`src/css_cfg.svh`:
```
// Constants for the command source selector.
`ifndef CSS_CFG_SVH
`define CSS_CFG_SVH

// Register byte offsets
`define CSS_OFF_LINK_SEL   8'h00
`define CSS_OFF_FBUS_SEL   8'h04
`define CSS_OFF_LOCAL_CFG  8'h08
`define CSS_OFF_FREQ_SET   8'h0c
`define CSS_OFF_STATUS     8'h10

// Field positions
`define CSS_LCFG_FREQ_BIT  0
`define CSS_LCFG_ALT_BIT   1
`define CSS_LCFG_RUN_BIT   2
`define CSS_ST_FSRC_LSB    0
`define CSS_ST_RSRC_LSB    2
`define CSS_ST_RUN_BIT     4
`define CSS_ST_REJ_BIT     5
`define CSS_ST_FCMD_LSB    16

// Code limits
`define CSS_LINK_MAX       4'h8
`define CSS_FBUS_MAX       4'h3

// Reset values
`define CSS_RST_LINK       4'h0
`define CSS_RST_FBUS       4'h0
`define CSS_RST_LCFG       3'h0
`define CSS_RST_FSET       16'h0000

// Bus responses
`define CSS_RESP_OKAY      2'h0
`define CSS_RESP_SLVERR    2'h2

`endif

```
`src/css_pkg.sv`:
```
// Types for the command source selector.
package css_pkg;

   typedef enum logic [1:0] {
      CSS_SRC_LOCAL,
      CSS_SRC_STD485,
      CSS_SRC_OPT485,
      CSS_SRC_FBUS
   } css_src_t;

   typedef struct packed {
      logic        aw_got;
      logic [7:0]  aw_addr;
      logic        w_got;
      logic [31:0] w_data;
      logic [3:0]  w_strb;
      logic        bvalid;
      logic [1:0]  bresp;
      logic        rvalid;
      logic [31:0] rdata;
      logic [1:0]  rresp;
      logic [3:0]  link;
      logic [3:0]  fbus;
      logic [2:0]  lcfg;
      logic [15:0] fset;
      logic        reject;
      logic        term_s1;
      logic        term_s2;
      logic [15:0] freq_cmd;
      logic        run_cmd;
      css_src_t    freq_src;
      css_src_t    run_src;
      logic [31:0] rb_data;
   } css_state_t;

endpackage : css_pkg

```
`src/css_src_decode.sv`:
```
// Decoder from selection codes to command sources.
`timescale 1ns/1ps
module css_src_decode
   import css_pkg::*;
(
   input  wire logic [3:0] link_command_source_select,
   input  wire logic [3:0] fieldbus_command_source_select,
   output css_src_t        freq_src,
   output css_src_t        run_src
);

   css_src_t link_freq;
   css_src_t link_run;

   // Link code tables, then field-bus override per command
   always_comb begin
      case (link_command_source_select)
         4'h1, 4'h3, 4'h7: link_freq = CSS_SRC_STD485;
         4'h4, 4'h5, 4'h8: link_freq = CSS_SRC_OPT485;
         default:          link_freq = CSS_SRC_LOCAL;
      endcase
      case (link_command_source_select)
         4'h2, 4'h3, 4'h5: link_run = CSS_SRC_STD485;
         4'h6, 4'h7, 4'h8: link_run = CSS_SRC_OPT485;
         default:          link_run = CSS_SRC_LOCAL;
      endcase
      // Bit 0 claims frequency, bit 1 claims run
      freq_src = fieldbus_command_source_select[0] ? CSS_SRC_FBUS
                                                   : link_freq;
      run_src  = fieldbus_command_source_select[1] ? CSS_SRC_FBUS
                                                   : link_run;
   end

endmodule : css_src_decode

```
`src/css_top.sv`:
```
// Command source selector with AXI4-Lite configuration port.
`timescale 1ns/1ps
`include "css_cfg.svh"
module css_top
   import css_pkg::*;
(
   input  wire logic        ref_clk,
   input  wire logic        reset_n,
   input  wire logic [7:0]  s_axi_awaddr,
   input  wire logic        s_axi_awvalid,
   output logic             s_axi_awready,
   input  wire logic [31:0] s_axi_wdata,
   input  wire logic [3:0]  s_axi_wstrb,
   input  wire logic        s_axi_wvalid,
   output logic             s_axi_wready,
   output logic [1:0]       s_axi_bresp,
   output logic             s_axi_bvalid,
   input  wire logic        s_axi_bready,
   input  wire logic [7:0]  s_axi_araddr,
   input  wire logic        s_axi_arvalid,
   output logic             s_axi_arready,
   output logic [31:0]      s_axi_rdata,
   output logic [1:0]       s_axi_rresp,
   output logic             s_axi_rvalid,
   input  wire logic        s_axi_rready,
   input  wire logic [15:0] local_freq_in,
   input  wire logic [15:0] alt_freq_in,
   input  wire logic        multistep_active,
   input  wire logic [15:0] multistep_freq,
   input  wire logic        keypad_run,
   input  wire logic        terminal_run_pin,
   input  wire logic [15:0] std485_freq,
   input  wire logic        std485_run,
   input  wire logic [15:0] opt485_freq,
   input  wire logic        opt485_run,
   input  wire logic [15:0] fieldbus_freq,
   input  wire logic        fieldbus_run,
   input  wire logic [7:0]  remote_rb_addr,
   output logic [31:0]      remote_rb_data,
   output logic [15:0]      freq_cmd,
   output logic             run_cmd,
   output css_src_t         freq_src,
   output css_src_t         run_src
);

   css_state_t st_reg;
   css_state_t st_next;
   css_src_t   dec_freq;
   css_src_t   dec_run;
   logic       wr_fire;
   logic       rej_set;
   logic       rej_clr;
   logic [15:0] local_freq;
   logic [32:0] rd_hit;

   // Register read mux shared by bus and remote readback
   function automatic logic [32:0] css_rd(input logic [7:0] addr,
                                          input css_state_t s);
      logic [31:0] d;
      logic        hit;
      d   = 32'h00000000;
      hit = 1'b1;
      case (addr)
         `CSS_OFF_LINK_SEL:  d[3:0]  = s.link;
         `CSS_OFF_FBUS_SEL:  d[3:0]  = s.fbus;
         `CSS_OFF_LOCAL_CFG: d[2:0]  = s.lcfg;
         `CSS_OFF_FREQ_SET:  d[15:0] = s.fset;
         `CSS_OFF_STATUS: begin
            d[`CSS_ST_FSRC_LSB +: 2]  = s.freq_src;
            d[`CSS_ST_RSRC_LSB +: 2]  = s.run_src;
            d[`CSS_ST_RUN_BIT]        = s.run_cmd;
            d[`CSS_ST_REJ_BIT]        = s.reject;
            d[`CSS_ST_FCMD_LSB +: 16] = s.freq_cmd;
         end
         default: hit = 1'b0;
      endcase
      return {hit, d};
   endfunction : css_rd

   // Source decode from the held codes
   css_src_decode u_decode (
      .link_command_source_select     (st_reg.link),
      .fieldbus_command_source_select (st_reg.fbus),
      .freq_src                       (dec_freq),
      .run_src                        (dec_run)
   );

   // Bus handshakes and outputs
   assign s_axi_awready  = !st_reg.aw_got;
   assign s_axi_wready   = !st_reg.w_got;
   assign s_axi_bvalid   = st_reg.bvalid;
   assign s_axi_bresp    = st_reg.bresp;
   assign s_axi_arready  = !st_reg.rvalid;
   assign s_axi_rvalid   = st_reg.rvalid;
   assign s_axi_rdata    = st_reg.rdata;
   assign s_axi_rresp    = st_reg.rresp;
   assign remote_rb_data = st_reg.rb_data;
   assign freq_cmd       = st_reg.freq_cmd;
   assign run_cmd        = st_reg.run_cmd;
   assign freq_src       = st_reg.freq_src;
   assign run_src        = st_reg.run_src;
   assign wr_fire = st_reg.aw_got && st_reg.w_got && !st_reg.bvalid;

   // Next state of the whole block
   always_comb begin
      st_next = st_reg;
      rej_set = 1'b0;
      rej_clr = 1'b0;
      // Address and data are taken independently
      if (s_axi_awvalid && !st_reg.aw_got) begin
         st_next.aw_got  = 1'b1;
         st_next.aw_addr = s_axi_awaddr;
      end
      if (s_axi_wvalid && !st_reg.w_got) begin
         st_next.w_got  = 1'b1;
         st_next.w_data = s_axi_wdata;
         st_next.w_strb = s_axi_wstrb;
      end
      if (st_reg.bvalid && s_axi_bready) begin
         st_next.bvalid = 1'b0;
      end
      // Register write once both halves are held
      if (wr_fire) begin
         st_next.aw_got = 1'b0;
         st_next.w_got  = 1'b0;
         st_next.bvalid = 1'b1;
         st_next.bresp  = `CSS_RESP_OKAY;
         case (st_reg.aw_addr)
            `CSS_OFF_LINK_SEL: if (st_reg.w_strb[0]) begin
               if (st_reg.w_data[3:0] <= `CSS_LINK_MAX) begin
                  st_next.link = st_reg.w_data[3:0];
               end else begin
                  rej_set = 1'b1;
               end
            end
            `CSS_OFF_FBUS_SEL: if (st_reg.w_strb[0]) begin
               if (st_reg.w_data[3:0] <= `CSS_FBUS_MAX) begin
                  st_next.fbus = st_reg.w_data[3:0];
               end else begin
                  rej_set = 1'b1;
               end
            end
            `CSS_OFF_LOCAL_CFG: if (st_reg.w_strb[0]) begin
               st_next.lcfg = st_reg.w_data[2:0];
            end
            `CSS_OFF_FREQ_SET: begin
               if (st_reg.w_strb[0]) begin
                  st_next.fset[7:0] = st_reg.w_data[7:0];
               end
               if (st_reg.w_strb[1]) begin
                  st_next.fset[15:8] = st_reg.w_data[15:8];
               end
            end
            `CSS_OFF_STATUS: begin
               rej_clr = st_reg.w_strb[0] && st_reg.w_data[`CSS_ST_REJ_BIT];
            end
            default: st_next.bresp = `CSS_RESP_SLVERR;
         endcase
      end
      // Refusal flag, a new refusal beats the clear
      st_next.reject = (st_reg.reject && !rej_clr) || rej_set;
      // Read channel
      if (st_reg.rvalid && s_axi_rready) begin
         st_next.rvalid = 1'b0;
      end
      if (s_axi_arvalid && !st_reg.rvalid) begin
         rd_hit         = css_rd(s_axi_araddr, st_reg);
         st_next.rvalid = 1'b1;
         st_next.rdata  = rd_hit[31:0];
         st_next.rresp  = rd_hit[32] ? `CSS_RESP_OKAY : `CSS_RESP_SLVERR;
      end
      // Remote readback of status and settings
      rd_hit          = css_rd(remote_rb_addr, st_reg);
      st_next.rb_data = rd_hit[31:0];
      // Terminal pin synchroniser
      st_next.term_s1 = terminal_run_pin;
      st_next.term_s2 = st_reg.term_s1;
      // Local frequency: multi-step first, then the selected setting
      if (multistep_active) begin
         local_freq = multistep_freq;
      end else if (st_reg.lcfg[`CSS_LCFG_ALT_BIT]) begin
         local_freq = alt_freq_in;
      end else if (st_reg.lcfg[`CSS_LCFG_FREQ_BIT]) begin
         local_freq = local_freq_in;
      end else begin
         local_freq = st_reg.fset;
      end
      // Frequency command mux
      case (dec_freq)
         CSS_SRC_STD485: st_next.freq_cmd = std485_freq;
         CSS_SRC_OPT485: st_next.freq_cmd = opt485_freq;
         CSS_SRC_FBUS:   st_next.freq_cmd = fieldbus_freq;
         default:        st_next.freq_cmd = local_freq;
      endcase
      // Run command mux
      case (dec_run)
         CSS_SRC_STD485: st_next.run_cmd = std485_run;
         CSS_SRC_OPT485: st_next.run_cmd = opt485_run;
         CSS_SRC_FBUS:   st_next.run_cmd = fieldbus_run;
         default: st_next.run_cmd = st_reg.lcfg[`CSS_LCFG_RUN_BIT] ?
                                    st_reg.term_s2 : keypad_run;
      endcase
      st_next.freq_src = dec_freq;
      st_next.run_src  = dec_run;
   end

   // State register with synchronous reset
   always_ff @(posedge ref_clk) begin
      if (!reset_n) begin
         st_reg      <= '0;
         st_reg.link <= `CSS_RST_LINK;
         st_reg.fbus <= `CSS_RST_FBUS;
         st_reg.lcfg <= `CSS_RST_LCFG;
         st_reg.fset <= `CSS_RST_FSET;
      end else begin
         st_reg <= st_next;
      end
   end
endmodule : css_top

```
`config.mk`:
```
export PLATFORM = sky130hd
export DESIGN_NAME = css_top
export DESIGN_NICKNAME = d
export VERILOG_FILES = /design/src/css_pkg.sv /design/src/css_src_decode.sv /design/src/css_top.sv
export VERILOG_INCLUDE_DIRS = /design/src
export SDC_FILE = /design/constraint.sdc
export NUM_CORES = 1
export LEC_CHECK = 0
export ABC_AREA = 1
export BUFFER_PORTS_ARGS = -buffer_cell sky130_fd_sc_hd__buf_2
export CORE_MARGIN = 2
export CORE_UTILIZATION = 28
export CTS_CLUSTER_DIAMETER = 40
export DETAILED_ROUTE_END_ITERATION = 6
export GPL_ROUTABILITY_DRIVEN = 0
export MAX_ROUTING_LAYER = met4
export PLACE_DENSITY = 0.56
export SYNTH_ARGS = -nofsm -noshare
export SYNTH_HDL_FRONTEND = slang
export SYNTH_HIERARCHICAL = 1
export SYNTH_SLANG_ARGS = --single-unit
```
`constraint.sdc`:
```
create_clock -name ref_clk -period 2 [get_ports ref_clk]
set_input_delay 0.2 -clock ref_clk [delete_from_list [all_inputs] [get_ports ref_clk]]
set_output_delay 0.2 -clock ref_clk [all_outputs]
set_load 0.03 [all_outputs]
```
## After elaboration in Yosys (flattened, before gate mapping)

Cells that the tools add are included.

| operators by class | value |
|---|---|
| magnitude comparators | 2 |
| equal/unequal tests | 26 |
| muxes and demuxes | 34 |
| bitwise operators | 1 |
| reduce and logical (&&, ||, !) cells | 34 |

Operators by type and width:

| operator | count |
|---|---|
| 2-to-1 mux 16 bit | 4 |
| equality test 8 x 4 -> 1 bit (second input constant) | 6 |
| one-hot mux 16 bit (3 select lines) | 1 |
| 2-to-1 mux 35 bit | 1 |
| one-hot mux 3 bit (5 select lines) | 2 |
| equality test 8 x 3 -> 1 bit (second input constant) | 3 |
| equality test 8 x 5 -> 1 bit (second input constant) | 3 |
| zero test 8 bit | 3 |
| equality test 4 x 3 -> 1 bit (second input constant) | 4 |
| one-hot mux 2 bit (2 select lines) | 4 |
| 2-to-1 mux 1 bit | 12 |
| OR reduction 3 bit | 4 |
| 2-to-1 mux 10 bit | 1 |
| OR reduction 5 bit | 2 |
| logical AND 1 bit | 9 |
| AND reduction 3 bit | 3 |
| equality test 2 bit (second input constant) | 4 |
| equality test 4 x 2 -> 1 bit (second input constant) | 2 |
| 2-to-1 mux 2 bit | 4 |
| one-hot mux 1 bit (4 select lines) | 2 |
| AND reduction 4 bit | 2 |
| zero test 1 bit | 5 |
| equality test 2 x 1 -> 1 bit (second input constant) | 2 |
| equality test 4 x 1 -> 1 bit (second input constant) | 1 |
| 11 further kinds | 13 |

| storage, ports and cells | value |
|---|---|
| register bits after elaboration | 149 |
| bits of input ports | 169 |
| output and inout port bits | 94 |
| logic and storage cells | 122 |

## Longest topological paths before layout

Gate-level depths: netlist of the first run.

| logic depth | value |
|---|---|
| depth after elaboration | 6 |
| mapped depth | 11 |
| depth with buffers taken out | 10 |

## By module

The synthesis of the first run kept the hierarchy.

By module, submodules not included:

| module | times used | cells each | area an instance (µm²) | seq. area each (µm²) |
|---|---|---|---|---|
| css_top | 1 | 965 | 7,075.5 | 2,942.8 |
| css_src_decode | 1 | 23 | 98.8 | 0.0 |

## Worst setup path after synthesis of the first run

Ideal clock, no wire load.

| timing path | value |
|---|---|
| path kind | register to register |
| start point | register st_reg[81] (netlist bit) |
| end point | register st_reg (netlist bit freq_cmd[12]) |
| setup time | 126 ps |
| arrival | 1,370 ps |
| required time | 1,874 ps |
| path slack | 504 ps |
| stages on the path, launching flop included | 10 |
| buffers on the path | 2 |
| clock period less this slack | 1,496 ps |
| cells stage by stage | dfxtp_1 nor2_1 nand2_1 nand3_1 inv_1 buf_2 nand2_2 inv_2 buf_6 a31oi_1 |

| between the ends | value |
|---|---|
| longest elaborated chain between the ends | 6 |
| elaborated cells between the ends (all ways) | 14 |
| those cells by class | eq/ne: 9; mux: 3; reduce/logical: 2 |

Ends and longest elaborated chain:

| element | RTL line | source |
|---|---|---|
| from (decl) | css_top.sv:46 | `css_state_t st_reg;` |
| from (signal assigned) | css_top.sv:216 | `st_reg <= st_next;` |
| equality test 4 x 3 -> 1 bit, or another cell as far along | css_src_decode.sv:17 | `case (link_command_source_select)` |
| OR reduction 3 bit | css_src_decode.sv:17 |  |
| one-hot mux 2 bit (2 select lines) * | css_src_decode.sv:17 |  |
| 2-to-1 mux 2 bit * | css_src_decode.sv:28 | `freq_src = fieldbus_command_source_select[0] ? CSS_SRC_FBUS` |
| net dec_freq[1] | css_top.sv:48 | `css_src_t dec_freq;` |
| equality test 2 bit or equality test 2 x 1 -> 1 bit (tied branches) | css_top.sv:189 | `case (dec_freq)` |
| one-hot mux 16 bit (3 select lines) * | css_top.sv:189 |  |

The timed path passes the listed nets; every way through them passes the cells marked *.
A chain may end at the register's enable or synchronous reset.

## Final worst setup path of the first run

| timing path | value |
|---|---|
| start point | register st_reg[81] (netlist bit) |
| end point | register st_reg (netlist bit freq_cmd[15]) |

The elaborated chain is that of the path after synthesis.

==> results of run 1 <==
layer usage:
metal / part of all wire, % / GRT usage (%) / vias up
li1: - / - / 3435
met1: 42 / 20.6 / 3041
met2: 49 / 31.0 / 252
met3: 7.6 / 5.28 / 23
met4: 1.5 / 5.82 / 0
met5: 0 / - / -
cell type report:
type | instances | area (sq um) | area share, %
clock inverters | 11 | 151 | 1.71
inverters | 105 | 394 | 4.44
clock buffers | 20 | 457 | 5.15
well taps | 330 | 413 | 4.65
repair buffers | 274 | 1540 | 17.3
flip-flops and latches | 147 | 2950 | 33.2
diodes | 7 | 17.5 | 0.197
multi-input cells | 606 | 2960 | 33.3
synthesized netlist by cell type (5+ instances only):
library cell / count / area share [%]
nand2_1: 178 / 9.3
dfxtp_1: 147 / 41
nor2_1: 115 / 6.0
buf_4: 92 / 9.6
inv_1: 91 / 4.8
o21ai_0: 91 / 6.3
a21oi_1: 79 / 5.5
nand3_1: 51 / 3.6
o211ai_1: 18 / 1.9
buf_2: 17 / 1.2
clkbuf_1: 17 / 0.89
inv_2: 13 / 0.68
o21ai_1: 12 / 0.84
a31oi_1: 10 / 0.87
nor2_4: 6 / 0.94
nand4_1: 5 / 0.44
nor2_2: 5 / 0.44
cells by family (layout without fill, tap and decap cells):
family	after synthesis	after routing	synth area share [%]
simple gates	377	377	23.7
buf+inv	236	410	17.9
compound gates	227	227	17.4
flops	147	147	41.0
other cells	1	9	0.0523
tightest hold or removal path, cell delays in order:
cell and delay, ns:
buf_2 0.09, nor2_1 0.04, nor2_1 0.08
report_power, final:
group	internal [mW]	switching [mW]
sequential	3.04	0.0807
clock	2.03	1.33
combinational	0.297	0.520
stage by stage:
stage | area [sq um] | instances | power [mW]
after floorplan | 7180 | 989 | 3.72
after global placement | 8110 | 1449 | 3.98
after detailed placement | 8110 | 1449 | 3.99
after CTS | 8850 | 1493 | 7.39
after global routing | 8870 | 1499 | 7.59
final | 8870 | 1500 | 7.30
what timing repair did:
| item | 4_1_cts | 5_1_grt |
|---|---|---|
| resized for setup | 0 | 5 |
| hold buffers | 13 | 0 |
| endpoints found under the setup margin | 0 | 11 |
| endpoints found under the hold margin | 13 | 0 |
worst max-delay path by stage:
stage,startpoint,to
3_3_place_gp,st_reg[82]$_SDFFE_PN0P_,freq_cmd[13]$_SDFF_PN0_
3_5_place_dp,st_reg[82]$_SDFFE_PN0P_,freq_cmd[13]$_SDFF_PN0_
2_1_floorplan,st_reg[81]$_SDFFE_PN0P_,freq_cmd[12]$_SDFF_PN0_
6_report,st_reg[81]$_SDFFE_PN0P_,freq_cmd[15]$_SDFF_PN0_
5_1_grt,st_reg[81]$_SDFFE_PN0P_,freq_cmd[15]$_SDFF_PN0_
4_1_cts,st_reg[82]$_SDFFE_PN0P_,freq_cmd[13]$_SDFF_PN0_
==> run metrics, run 1 <==
outcome complete, no violations; CTS tree yes; Worst path top cell family by delay simple AND/OR/NAND/NOR gates; Fillers 2,727; GR Util All Layers 18.3%; Clock transition at path regs 0.06 ns; Clock Tree Buf Depth 2; Fin Hold WS 0.0212 ns; cells after synthesis 988; nets 1,320; EDFF count, synth 0; die footprint 26,900 sq um; register bit total from synthesis 147; vias in the first global route 6,315; Ys Warns 6; Hold Path Cell Cnt 3; CP Launch Type register; Critical Path End Type register; PwrDens 822 nW/um^2; area grow syn2layout 23.7%; first-pass GRT wire length 35.5 mm; clock skew 0.0104 ns; core area 25,200 sq um; commonest cells after routing, fill and taps aside buf_2 (241), nand2_1 (178), dfxtp_1 (143); vias 6,751; post-synthesis sequential area ratio 41.0%; MaxCap Viol Count 0; worst-path cell with the longest stage delay dfxtp_2; Synth Area per Inst 7.26 sq um; Reg-to-Reg End freq_cmd[15]$_SDFF_PN0_; first drt pass iteration count 6; fin crit period 1.77 ns; # DRC 0; Most common cell on crit path nand2_1; worst-margin pin slew 0.697 ns; largest net degree at the start of global routing 58; 1st-iter DRT viols 488; Util after Layout 35.2%; clk_lat worst skew 0.43 ns; Setup Buffers After CTS 0; layout cells sized above 1 29.5%; Mapped Area 7170 sq um; CP max FO 11; Routed Antenna Nets 0; Setup TNS 0 ns; drt wl/cell 16.1 um; RSZ-0062 raised after global routing false; Slowest Stage Delay on Critical Path 0.41 ns; overflow left after global routing 0; # clock sinks 147; Synth async-reset ratio 0%; Die H 164 um; period utilisation layout 88.7%; post-DP HPWL 18.9 mm; HP Class in2reg; Lkg Pwr 4.14 nW; setup violators final 0; final hold violations 0; Max-slew headroom 53.5%; commonest non-fill, non-tap cell in the layout buf_2; Rows 58; r2r setup slk 0.23 ns; initial antenna violation count 6; min setup slack post-route 0.226 ns; H-tree levels 4; Slew Viols, Final 0; Max IR drop VDD 0.445 mV; worst path arrival time 2.13 ns; vias per cell 4.50; CP bufs+invs 3; # IOs 263; hold path start s_axi_wdata[10]; Num CTS Buffers 17; Top FF cell, synth dfxtp_1; routed wire length 24.2 mm; Max Clock Freq 564 MHz; Critical Path Stages 11; type of the worst setup path reg2reg; Hold EP st_reg[135]$_SDFFE_PN0P_; clk root buf clkbuf_16; synth unique cells 36; max reg flops 57; Worst EP required 2.35 ns; Buffers on Ports 242; Die W 164 um; Setup Slack @ Placement 0.0806 ns; worst r2r src st_reg[81]$_SDFFE_PN0P_; R2R cell count 11; worst-path cell chain inv_2 -> nor2_2 -> nand2_1 -> nand3_1 -> inv_2 -> nor2_4 -> buf_4 -> nand2_1 -> nand3_1 -> nand2_1 -> a31oi_1; Initial Util 28.5%
No activity file was read; power rests on OpenSTA's default activity.
==> run 2: changes to the inputs <==
- PLACE_DENSITY: 0.56 -> 0.58
- SYNTH_HIERARCHICAL: 1 -> default
- clock period: 2 -> 1.54 ns (I/O delays scaled with it)
==> run metrics, run 2 <==
largest net degree at the start of global routing 60; Worst EP required 1.85 ns; GR Util All Layers 17.9%; Slew Viols, Final 0; Clock Tree Buf Depth 2; Synth async-reset ratio 0%; core area 25,200 sq um; Max Clock Freq 664 MHz; first-pass GRT wire length 35.5 mm; Setup Slack @ Placement -0.143 ns; Routed Antenna Nets 0; Most common cell on crit path nor2_1; CTS tree yes; worst-path cell chain inv_4 -> nand2_4 -> nor3_4 -> nor2_4 -> buf_12 -> buf_6 -> nand3_1 -> nand2_1 -> nor2_1 -> nor2_1; register bit total from synthesis 147; vias in the first global route 6,697; Worst path top cell family by delay simple AND/OR/NAND/NOR gates; type of the worst setup path reg2reg; Die H 164 um; drt wl/cell 15.4 um; 1st-iter DRT viols 313; EDFF count, synth 0; CP max FO 11; Initial Util 28.6%; RSZ-0062 raised after global routing true; Lkg Pwr 4.37 nW; Synth Area per Inst 6.98 sq um; worst-path cell with the longest stage delay dfxtp_4; initial antenna violation count 7; period utilisation layout 97.9%; die footprint 27,000 sq um; Mapped Area 7190 sq um; setup violators final 0; HP Class in2reg; Buffers on Ports 242; commonest non-fill, non-tap cell in the layout buf_2; Clock transition at path regs 0.06 ns; # DRC 0; Setup TNS 0 ns; Slowest Stage Delay on Critical Path 0.36 ns; CP bufs+invs 3; first drt pass iteration count 5; commonest cells after routing, fill and taps aside buf_2 (242), nand2_1 (173), dfxtp_1 (142); clock skew 0.00853 ns; PwrDens 1030 nW/um^2; Die W 164 um; Fillers 2,725; Max IR drop VDD 0.615 mV; # clock sinks 147; overflow left after global routing 0; Top FF cell, synth dfxtp_1; layout cells sized above 1 30.0%; routed wire length 24.4 mm; clk root buf clkbuf_16; min setup slack post-route 0.0330 ns; vias 7,076; area grow syn2layout 30.4%; Rows 58; final hold violations 0; # IOs 263; H-tree levels 4; top cells by area, synth dfxtp_1 (41%), buf_4 (9.6%), o21ai_0 (9.2%); Ys Warns 0; synth unique cells 35; outcome complete, no violations; MaxCap Viol Count 0; Synth top area share 40.9%; cell taking the most area after synthesis dfxtp_1; post-DP HPWL 18.7 mm; top cells by count, synth nand2_1 (175), dfxtp_1 (147), nor2_1 (133); Num CTS Buffers 17; count leader, synth nand2_1; post-synthesis sequential area ratio 40.9%; CP Launch Type register; worst path arrival time 1.81 ns; cells after synthesis 1,030; max reg flops 57; Util after Layout 37.2%; fin crit period 1.51 ns; nets 1,398; Critical Path End Type register; clk_lat worst skew 0.42 ns; vias per cell 4.48
run 2: changes by cell type in the layout (fill, tap and decap cells not counted), sizes merged, moves of 4 or more:
cell    before  now
a31oi       10    0
buf        261  295
clkinv       3    7
inv        106  115
nand3       55   60
nor2       127  141
o211ai      18    2
o21ai      107  139
run 2: timing repair:
item | 4_1_cts | 5_1_grt
setup endpoints to repair | 11 | 27
setup buffers | 0 | 9
gates resized for setup | 9 | 39
gates cloned | 0 | 1
pin swaps | 1 | 18
hold buffers | 16 | 0
hold endpoints to repair | 16 | 0
run 2: report_power, final:
group / internal [mW] / leakage [nW] / switching, mW
registers: 3.95 / 1.20 / 0.0947
logic: 0.408 / 2.85 / 0.675
clock network: 2.93 / 0.311 / 1.64
total: 7.28 / 4.37 / 2.41
run 2: cell families after synthesis:
group	after synthesis	share of synthesized area, %
other	1	0.0522
buffers and inverters	250	18.5
and+or+nand+nor	400	24.1
DFF	147	40.9
muxes	1	0.139
AOI/OAI and AO/OA	231	16.3
run 2: area by class of cell:
type | count | area, sq um | area share (%)
Inverter | 117 | 452 | 4.82
Clock inverter | 12 | 201 | 2.15
Clock buffer | 20 | 447 | 4.76
Multi-Input combinational cell | 635 | 3030 | 32.3
Tap cell | 330 | 413 | 4.40
Timing Repair Buffer | 311 | 1860 | 19.8
Sequential cell | 147 | 2960 | 31.6
Antenna cell | 7 | 17.5 | 0.187
run 2: routing by layer:
layer,wire length [um],up-vias,GRT usage [%],share of wire (%)
li1,-,3618,-,-
met1,10800,3202,21.3,44
met2,11600,227,29.8,47
met3,1560,29,4.29,6.4
met4,501,0,5.62,2.1
met5,0,-,-,0
run 2: worst paths after layout:
| kind | from | end | slack (ns) | cells after the start |
|---|---|---|---|---|
| max | st_reg[81]$_SDFFE_PN0P_ | freq_cmd[2]$_SDFF_PN0_ | 0.03 | 10 |
| min | s_axi_wstrb[0] | st_reg[121]$_SDFFE_PN0P_ | 0.02 | 3 |
| max reg2reg | st_reg[81]$_SDFFE_PN0P_ | freq_cmd[2]$_SDFF_PN0_ | 0.03 | 10 |
| min reg2reg | st_next[53]$_SDFF_PN0_ | st_reg[53]$_SDFF_PN0_ | 0.41 | 2 |
run 2: metrics by stage:
step | cell area, sq um | instances | total power, mW | hold slack (ns)
floorplan | 7190 | 1031 | 4.81 | 0.252
global placement | 8330 | 1514 | 5.16 | 0.341
detailed placement | 8330 | 1514 | 5.18 | 0.349
CTS | 9160 | 1562 | 9.82 | 0.000329
global route | 9380 | 1579 | 10.1 | 0.0118
finish | 9380 | 1579 | 9.69 | 0.0241
run 2: worst min-delay path, cell delays in order:
cell and delay, ns:
buf_2 0.08, o21ai_0 0.07, a21oi_1 0.10
